==> config.mk <==
export PLATFORM = sky130hd
export DESIGN_NAME = chain_address_and_status_summary
export DESIGN_NICKNAME = d
export VERILOG_FILES = /design/src/design/chain_address_and_status_summary.v
export VERILOG_INCLUDE_DIRS = /design/src /design/src/design
export SDC_FILE = /design/constraint.sdc
export NUM_CORES = 1
export LEC_CHECK = 0
export ABC_AREA = 1
export ABC_CLOCK_PERIOD_IN_PS = 1090
export BUFFER_PORTS_ARGS = -buffer_cell sky130_fd_sc_hd__buf_2
export CORE_MARGIN = 3
export CORE_UTILIZATION = 30
export DETAILED_ROUTE_END_ITERATION = 7
export SLEW_MARGIN = 20
export SYNTH_ARGS = -nofsm -noshare
export SYNTH_HDL_FRONTEND = slang
export SYNTH_SLANG_ARGS = --single-unit
export TNS_END_PERCENT = 5
==> constraint.sdc <==
create_clock -name CORE_CLK -period 1.09 [get_ports CORE_CLK]
set_input_delay 0.109 -clock CORE_CLK [delete_from_list [all_inputs] [get_ports CORE_CLK]]
set_output_delay 0.109 -clock CORE_CLK [all_outputs]
set_load 0.02 [all_outputs]
==> src/design/chain_status_consts.vh <==
/*
  Constants for the chain position and primary alert summary logic.
  Assumes inclusion by the register bank module only.
*/
`ifndef CHAIN_STATUS_CONSTS_VH
`define CHAIN_STATUS_CONSTS_VH

// register offsets
`define OFS_ADDRESS 8'h01
`define OFS_SUMMARY 8'h02

// address register fields
`define ADDR_UNLOCK_BIT 15
`define ADDR_POS_MSB 4
`define ADDR_POS_RESET 5'h00

// summary register fields
`define SUM_SCAN_BIT 15
`define SUM_RESET_BIT 14
`define SUM_MISMATCH_BIT 13
`define SUM_CELL_OV_BIT 12
`define SUM_CELL_UV_BIT 11
`define SUM_BLK_OV_BIT 10
`define SUM_BLK_UV_BIT 9
`define SUM_RESET_VALUE 16'h4000

`endif

==> src/design/chain_address_and_status_summary.v <==
/*
  Chain position field, address unlock flag and primary alert summary
  register of a daisy-chained battery acquisition device.
  Assumes the link front end decodes enumeration commands and register
  writes into one-cycle pulses on CORE_CLK; alert sources are on the
  same clock except where noted as asynchronous.
*/
// Notes on behaviour
// - five-bit chain position loads only from enumeration command address
// - upward enumeration: take received address, forward it plus one
// - downward enumeration: take received address, forward it minus one
// - writes ignored; enumeration updates position only while unlock is set
// - software power-on reset leaves chain position unchanged
// - sixteen-bit primary summary register at offset 0x2, readable and writable
// - reset indication bit 14 set by power-on reset, others reset zero
// - bit 14 clears only on written zero; all other bits read-only
// - scan-done bit 15 follows the scan control done flag
// - mismatch bit set when max minus min exceeds threshold, acquisition-cleared
// - bit 12 ORs fourteen adc and fourteen comparator overvoltage alerts
// - overvoltage summary stays set until an acquisition resolves all
// - bit 11 ORs undervoltage alerts, clears when acquisition resolves all
// - bit 10 set on block overvoltage, cleared at next clean block acquisition
// - bit 9 set on block undervoltage, cleared at next clean block acquisition
// - bits 8 to 0 are read-only summaries from their source groups
// - unlock flag bit 15 cleared only by enumeration, zero writes ignored
`include "chain_status_consts.vh"
`timescale 1ns/1ps
`default_nettype none

module chain_address_and_status_summary #(
  parameter CELLS = 14,
  parameter VW = 14
) (
  // clock and reset
  input wire CORE_CLK,
  input wire RST_N,
  // software power-on reset request, one-cycle pulse
  input wire SW_POR,
  // enumeration command from the link
  input wire ENUM_VALID,
  input wire ENUM_DOWN,
  input wire [4:0] ENUM_ADDR_IN,
  output reg ENUM_FWD_VALID,
  output reg [4:0] ENUM_ADDR_OUT,
  // register access
  input wire REG_WR,
  input wire REG_RD,
  input wire [7:0] REG_ADDR,
  input wire [15:0] REG_WDATA,
  output reg [15:0] REG_RDATA,
  output reg REG_ERR,
  // acquisition results
  input wire SCAN_DONE_FLAG,
  input wire ACQ_DONE,
  input wire [VW-1:0] CELL_MAX,
  input wire [VW-1:0] CELL_MIN,
  input wire [VW-1:0] MISMATCH_THRESHOLD,
  input wire [CELLS-1:0] ADC_CELL_OVER_ALERTS,
  input wire [CELLS-1:0] COMPARATOR_CELL_OVER_ALERTS,
  input wire [CELLS-1:0] ADC_CELL_UNDER_ALERTS,
  input wire [CELLS-1:0] COMPARATOR_CELL_UNDER_ALERTS,
  input wire BLOCK_ACQ_DONE,
  input wire [VW-1:0] BLOCK_VOLTAGE,
  input wire [VW-1:0] BLOCK_OVER_THRESHOLD,
  input wire [VW-1:0] BLOCK_UNDER_THRESHOLD,
  // other summary sources, asynchronous levels
  input wire [8:0] LOW_SUMMARY_SRC,
  // state views
  output wire [4:0] CHAIN_POSITION,
  output wire ADDRESS_UNLOCK_FLAG,
  output wire [15:0] PRIMARY_ALERT_SUMMARY
);

  reg [4:0] chain_position;
  reg address_unlock_flag;
  reg scan_done_alert;
  reg reset_seen_alert;
  reg cell_mismatch_alert;
  reg cell_over_summary;
  reg cell_under_summary;
  reg block_over_alert;
  reg block_under_alert;
  reg [8:0] low_meta;
  reg [8:0] low_sync;
  wire [15:0] summary;
  wire wr_address;
  wire wr_summary;
  wire over_now;
  wire under_now;
  wire mismatch_now;

  assign wr_address = REG_WR && (REG_ADDR == `OFS_ADDRESS);
  assign wr_summary = REG_WR && (REG_ADDR == `OFS_SUMMARY);

  assign over_now = |ADC_CELL_OVER_ALERTS | |COMPARATOR_CELL_OVER_ALERTS;
  assign under_now = |ADC_CELL_UNDER_ALERTS | |COMPARATOR_CELL_UNDER_ALERTS;
  assign mismatch_now = (CELL_MAX > CELL_MIN) &&
    ((CELL_MAX - CELL_MIN) > MISMATCH_THRESHOLD);

  always @(posedge CORE_CLK or negedge RST_N) begin
    if (!RST_N) begin
      chain_position <= `ADDR_POS_RESET;
      address_unlock_flag <= 1'b1;
    end else begin
      if (ENUM_VALID && address_unlock_flag) begin
        chain_position <= ENUM_ADDR_IN;
      end
      if (ENUM_VALID) begin
        address_unlock_flag <= 1'b0;
      end else if (wr_address && REG_WDATA[`ADDR_UNLOCK_BIT]) begin
        address_unlock_flag <= 1'b1;
      end
      // no SW_POR term here
      // soft reset must not touch position or unlock
    end
  end

  // forwarded enumeration address
  always @(posedge CORE_CLK or negedge RST_N) begin
    if (!RST_N) begin
      ENUM_FWD_VALID <= 1'b0;
      ENUM_ADDR_OUT <= 5'h00;
    end else begin
      ENUM_FWD_VALID <= ENUM_VALID;
      if (ENUM_VALID) begin
        if (ENUM_DOWN) begin
          ENUM_ADDR_OUT <= ENUM_ADDR_IN - 5'h01;
        end else begin
          ENUM_ADDR_OUT <= ENUM_ADDR_IN + 5'h01;
        end
      end
    end
  end

  // low summary sources cross in through two flops
  always @(posedge CORE_CLK or negedge RST_N) begin
    if (!RST_N) begin
      low_meta <= 9'h000;
      low_sync <= 9'h000;
    end else begin
      low_meta <= LOW_SUMMARY_SRC;
      low_sync <= low_meta;
    end
  end

  always @(posedge CORE_CLK or negedge RST_N) begin
    if (!RST_N) begin
      scan_done_alert <= 1'b0;
      reset_seen_alert <= 1'b1;
      cell_mismatch_alert <= 1'b0;
      cell_over_summary <= 1'b0;
      cell_under_summary <= 1'b0;
      block_over_alert <= 1'b0;
      block_under_alert <= 1'b0;
    end else begin
      scan_done_alert <= SCAN_DONE_FLAG;
      if (SW_POR) begin
        reset_seen_alert <= 1'b1;
      end else if (wr_summary && !REG_WDATA[`SUM_RESET_BIT]) begin
        reset_seen_alert <= 1'b0;
      end
      if (mismatch_now && ACQ_DONE) begin
        cell_mismatch_alert <= 1'b1;
      end else if (ACQ_DONE) begin
        cell_mismatch_alert <= 1'b0;
      end
      // set on alert, clear at resolving acquisition
      if (over_now) begin
        cell_over_summary <= 1'b1;
      end else if (ACQ_DONE) begin
        cell_over_summary <= 1'b0;
      end
      if (under_now) begin
        cell_under_summary <= 1'b1;
      end else if (ACQ_DONE) begin
        cell_under_summary <= 1'b0;
      end
      if (BLOCK_ACQ_DONE) begin
        block_over_alert <= (BLOCK_VOLTAGE > BLOCK_OVER_THRESHOLD);
      end
      if (BLOCK_ACQ_DONE) begin
        block_under_alert <= (BLOCK_VOLTAGE < BLOCK_UNDER_THRESHOLD);
      end
    end
  end

  assign summary = {scan_done_alert, reset_seen_alert, cell_mismatch_alert,
    cell_over_summary, cell_under_summary, block_over_alert,
    block_under_alert, low_sync};

  always @(posedge CORE_CLK or negedge RST_N) begin
    if (!RST_N) begin
      REG_RDATA <= 16'h0000;
      REG_ERR <= 1'b0;
    end else begin
      REG_ERR <= 1'b0;
      if (REG_RD) begin
        case (REG_ADDR)
          `OFS_ADDRESS: begin
            REG_RDATA <= {address_unlock_flag, 10'h000, chain_position};
          end
          `OFS_SUMMARY: begin
            REG_RDATA <= summary;
          end
          default: begin
            REG_RDATA <= 16'h0000;
            REG_ERR <= 1'b1;
          end
        endcase
      end
    end
  end

  assign CHAIN_POSITION = chain_position;
  assign ADDRESS_UNLOCK_FLAG = address_unlock_flag;
  assign PRIMARY_ALERT_SUMMARY = summary;

endmodule // chain_address_and_status_summary

`default_nettype wire

* Word level (Yosys, flattened, before mapping)
Index checks and enable logic that the tools add are counted.
** Operators by class
- Mux-type cells :: 12
- $lt $le $gt $ge :: 4
- Reduce and logical (&&, ||, !) cells :: 18
- Bitwise logic cells :: 2
- Add/sub/neg operators :: 3
- Equal/unequal tests :: 2
** Operators with widths (number)
- OR reduction 14 bit :: 4
- greater-than comparator 14 bit :: 3
- one-hot mux 16 bit (2 select lines) :: 1
- less-than comparator 14 bit :: 1
- subtractor 14 bit :: 1
- two-way mux 1 bit :: 10
- nonzero test 2 bit :: 5
- equality test 8 x 1 -> 1 bit (second input constant) :: 1
- equality test 8 x 2 -> 1 bit (second input constant) :: 1
- logical AND 1 bit :: 7
- adder 5 x 1 -> 5 bit (second input constant) :: 1
- two-way mux 5 bit :: 1
- subtractor 5 x 1 -> 5 bit (second input constant) :: 1
- bitwise OR 1 bit :: 2
- OR reduction 2 bit :: 1
- logical NOT 1 bit :: 1
** Word-level totals
- Bits of input ports :: 188
- Logic and storage cells :: 56
- Register bits after elaboration :: 54

* Longest topological paths before layout
- Depth in word-level cells :: 5
- Gate-level depth with buffers :: 19
- Mapped depth without buffers :: 19

* Least setup slack after synthesis
Ideal clock, no wire load.
- Path type :: input-to-reg
- Start point :: in CELL_MAX[0]
- End point :: reg cell_mismatch_alert
- Data arrival time :: 1.984 ns
- Cell stages on the path :: 17
- Buffers on the path :: 0
- Data required time :: 0.973 ns
- Setup time :: 0.117 ns
- Setup slack :: -1.011 ns
- Cell sequence :: inv_1 ha_1 fa_1 nor2_1 nor2_1 inv_1 nand3_1 nand4_1 nand2_1 ha_1 nand2_1 nor2_1 nand2_1 o21ai_0 nor2_1 nand3_1 nand2_1
** On the way
- Cells in the longest elaborated chain, start to end :: 5
- Elaborated cells between the ends (all ways) :: 7
- Those cells by class :: add/sub: 1; order compare: 2; mux: 1; reduce/logical: 3
** Ends and longest elaborated chain
- start: declaration :: line chain_address_and_status_summary.v:55 : input wire [VW-1:0] CELL_MAX,
- subtractor 14 bit :: line chain_address_and_status_summary.v:98 : ((CELL_MAX - CELL_MIN) > MISMATCH_THRESHOLD);
- greater-than comparator 14 bit :: line chain_address_and_status_summary.v:98
- logical AND 1 bit * :: line chain_address_and_status_summary.v:97 : assign mismatch_now = (CELL_MAX > CELL_MIN) &&
- logical AND 1 bit * :: line chain_address_and_status_summary.v:162 : if (mismatch_now && ACQ_DONE) begin
- two-way mux 1 bit or nonzero test 2 bit (tied branches)
- end signal: assignment :: line chain_address_and_status_summary.v:150 : cell_mismatch_alert <= 1'b0;
- end signal: assignment :: line chain_address_and_status_summary.v:163 : cell_mismatch_alert <= 1'b1;
- end signal: assignment :: line chain_address_and_status_summary.v:165 : cell_mismatch_alert <= 1'b0;
- end: declaration :: line chain_address_and_status_summary.v:78 : reg cell_mismatch_alert;
Mark *: on every way between the ends. The rest lies on a longest branch, timed or not.
A chain may end at the register's enable or synchronous reset.

* Worst setup path in the final report
- Start point :: in CELL_MIN[4]
- End point :: reg cell_mismatch_alert
** On the way
- Cells in the longest elaborated chain, start to end :: 5
- Elaborated cells between the ends (all ways) :: 7
- Those cells by class :: add/sub: 1; order compare: 2; mux: 1; reduce/logical: 3
** Ends and longest elaborated chain
- start: declaration :: line chain_address_and_status_summary.v:56 : input wire [VW-1:0] CELL_MIN,
- subtractor 14 bit :: line chain_address_and_status_summary.v:98
- greater-than comparator 14 bit :: line chain_address_and_status_summary.v:98
- logical AND 1 bit * :: line chain_address_and_status_summary.v:97
- logical AND 1 bit * :: line chain_address_and_status_summary.v:162
- two-way mux 1 bit or nonzero test 2 bit (tied branches)
Marked as above.

==> results.cfg <==
[outcome]
status = finished, violations left
violations = setup timing

[route]
wl_per_cell_um = 11.8
drt_iter0_drc = 160
dr.pass1.iters = 5
drc = 0
vias_per_cell = 4.32
final_antenna_net_count = 0
routed_wl_mm = 12.0
vias = 4382

[job]
cap_viol_max_count = 0

[final_layout]
layout-drive-gt1-share = 0.404
register_area_mm2 = 0.00135
mostFrequentLayoutCell = buf_2
multi_input_area_mm2 = 0.00258
syn2layout_area_growth_pct = 51.3
nFillCells = 1350
final_cell_mix = buf_2 (213), nand2_1 (160), inv_1 (98)
final_nets = 1086
n_antenna_cell = 0
final_cells = 1015
fin_area_mm2 = 0.00635

[floorplanning]
die_h_um = 124
coreArea_mm2 = 0.0135
die_w_um = 124
die_area_mm2 = 0.0154
row_count = 42
initial_core_util = 0.312
pin_count = 233

[setup_path]
worst-setup-path-type = input pin to register
start_kind = input pin
critical-path-max-stage-delay_ps = 350
cp_num_buf_inv = 4
critical-path-top-delay-family = simple AND/OR/NAND/NOR gates
crit_required_ps = 1270
endpoint_kind = register
crit_arrival_ps = 1980
cpMostUsedCell = nand2_1
crit_chain = buf_2 -> inv_1 -> ha_1 -> nand2_2 -> buf_4 -> nor2_2 -> nand3_2 -> nand3_1 -> nand2_1 -> nand2_1 -> ha_1 -> nand2_2 -> inv_1 -> nand2_1 -> nand2_1 -> a21oi_2 -> nand2_1 -> nand3_1 -> nand2_1
crit_fanout = 4
critPathSlowestCell = ha_1

[placement]
port_buffers = 218
dp_cells = 993
preCtsSetupSlack_ps = -1180
place.gp.congestion = 0.887
place_area_mm2 = 0.00582
dp_hpwl_mm = 10.3

[timing]
fin_crit_sh = 1.65
setup_viol = 2
hold_viol_final = 0
rsz0062_at_grt = yes
final-max-slew-violation-count = 0
finClkSkew_ps = 4.14
fmax_mhz = 555
post-route-min-period_ps = 1800
setup_ws_ps = -713
tightest_slew_ps = 533
slew_headroom = 0.644

[global_routing]
gr-total-overflow = 0
grt_pass1_wl_mm = 20.3
grt_pass1_vias = 4448
grt_max_degree = 45
grt.total_usage = 0.154
antenna_found_initial = 0

[synthesis]
synth_seq_cells = 54
yosysWarningCount = 0
synth_area_mm2 = 0.00420
synth_nets = 813
syn_inst = 565
synth_area_per_cell_um2 = 7.43
synth.distinct_cells = 32
ys_seq_area_frac = 0.323

[power_and_ir_drop]
power.density_mw_per_mm2 = 961
ir_drop_mv = 0.528
leakage_nw = 3.68

[min_path]
worstHoldPathType = input pin to register

[clock_tree]
clkLatencyLatePin_ps = 290
htree_levels = 2
cts_tree = done
cts_max_path_buffers = 2
clkTransAtPathRegs_ps = 70
numCtsBuffers = 5
cts_root_buf = clkbuf_16
cts.sinks = 54
[synth_stat cells]
library cell	instances	share of area
buf_4	7	0.013
inv_1	103	0.092
dfstp_2	2	0.013
nand2_2	1	0.0015
clkbuf_1	2	0.0018
xor2_1	5	0.010
ha_1	58	0.17
nand3_1	26	0.031
or2_4	1	0.0021
buf_6	2	0.0054
o21ai_2	11	0.023
dfrtp_1	52	0.31
nor2_1	27	0.024
nand3b_1	1	0.0018
o21a_1	2	0.0036
nor2_2	1	0.0015
nor3_1	4	0.0048
a21oi_1	35	0.042
o21bai_1	2	0.0036
nor4_1	12	0.018
nor3_4	1	0.0039
buf_2	1	0.0012
mux2_2	3	0.0080
o21ai_0	16	0.019
nand2_1	172	0.15
xnor2_1	5	0.010
nor4_4	1	0.0051
a21boi_0	1	0.0018
nand4_1	6	0.0089
fa_1	2	0.0095
clkinv_1	1	0.00089
and3_1	2	0.0030
[metal layers]
layer,wire [µm],part of all wire,up-vias,GRT usage
met5,0,0,-,0
met4,113,0.0094,0,0.0335
met3,740,0.062,7,0.0193
met2,5930,0.49,153,0.279
met1,5240,0.44,1883,0.195
li1,-,-,2339,-
[sequential cells by signal, summed over array words and instances (netlist names)]
register and cells:
REG_RDATA 16, ENUM_FWD_VALID 1, REG_ERR 1, low_meta 9, scan_done_alert 1, cell_under_summary 1
cell_over_summary 1, ADDRESS_UNLOCK_FLAG 1, block_over_alert 1, block_under_alert 1, CHAIN_POSITION 5, low_sync 9
ENUM_ADDR_OUT 5, cell_mismatch_alert 1, reset_seen_alert 1
[repair_timing]
| item | CTS | global route |
|---|---|---|
| pin swaps | 4 | 10 |
| endpoints found under the hold margin | 22 | 0 |
| endpoints found under the setup margin | 7 | 4 |
| gates resized for setup | 27 | 25 |
| hold buffers | 12 | 0 |
| setup buffers | 1 | 1 |
[worst register-to-register path, cell delays in order (launching register included)]
cell	delay (ps)
dfstp_2	540
nand2_2	100
mux2_2	290
[cell families after synthesis]
logic type / count (synthesis) / share of synthesized area
fa+ha+maj: 60 / 0.182
mux: 3 / 0.00805
buf+inv: 116 / 0.114
compound gates: 67 / 0.0927
simple gates: 255 / 0.259
xor+xnor: 10 / 0.0209
flops: 54 / 0.323
[final cells by class]
cell class	instances	share of cell area
clock buffers	5	0.0197
clock inverters	3	0.00749
inverters	104	0.0615
multi-input cells	395	0.407
flip-flops and latches	54	0.213
well taps	176	0.0347
repair buffers	278	0.257
[stage by stage]
stage	util	TNS (ps)	hold slack, ps	power, W
after floorplan	-	-1020	-187	0.00327
after global placement	0.433	-2320	0.0558	0.00411
after detailed placement	0.433	-2400	-0.909	0.00413
after CTS	0.464	-852	8.30	0.00610
after global routing	0.472	-1000	14.7	0.00659
final	0.472	-794	15.5	0.00610
[where the power goes]
part	switching (W)	leakage (nW)	internal [W]
sequential	0.0000618	0.670	0.00211
clock	0.000716	0.0844	0.00110
combinational	0.00111	2.93	0.00102
[worst paths after layout]
path                                      from             endpoint  slack (ps)  cells past startpoint
max                                CELL_MIN[4]  cell_mismatch_alert        -710                     19
min                                     SW_POR     reset_seen_alert          20                      3
max reg2reg                ADDRESS_UNLOCK_FLAG    CHAIN_POSITION[4]          40                      2
min reg2reg                        low_meta[8]          low_sync[8]         350                      0
max in group asynchronous                RST_N          low_sync[7]         350                      3
min in group asynchronous                RST_N       ENUM_FWD_VALID         220                      2
No activity file was read; power rests on OpenSTA's default activity.
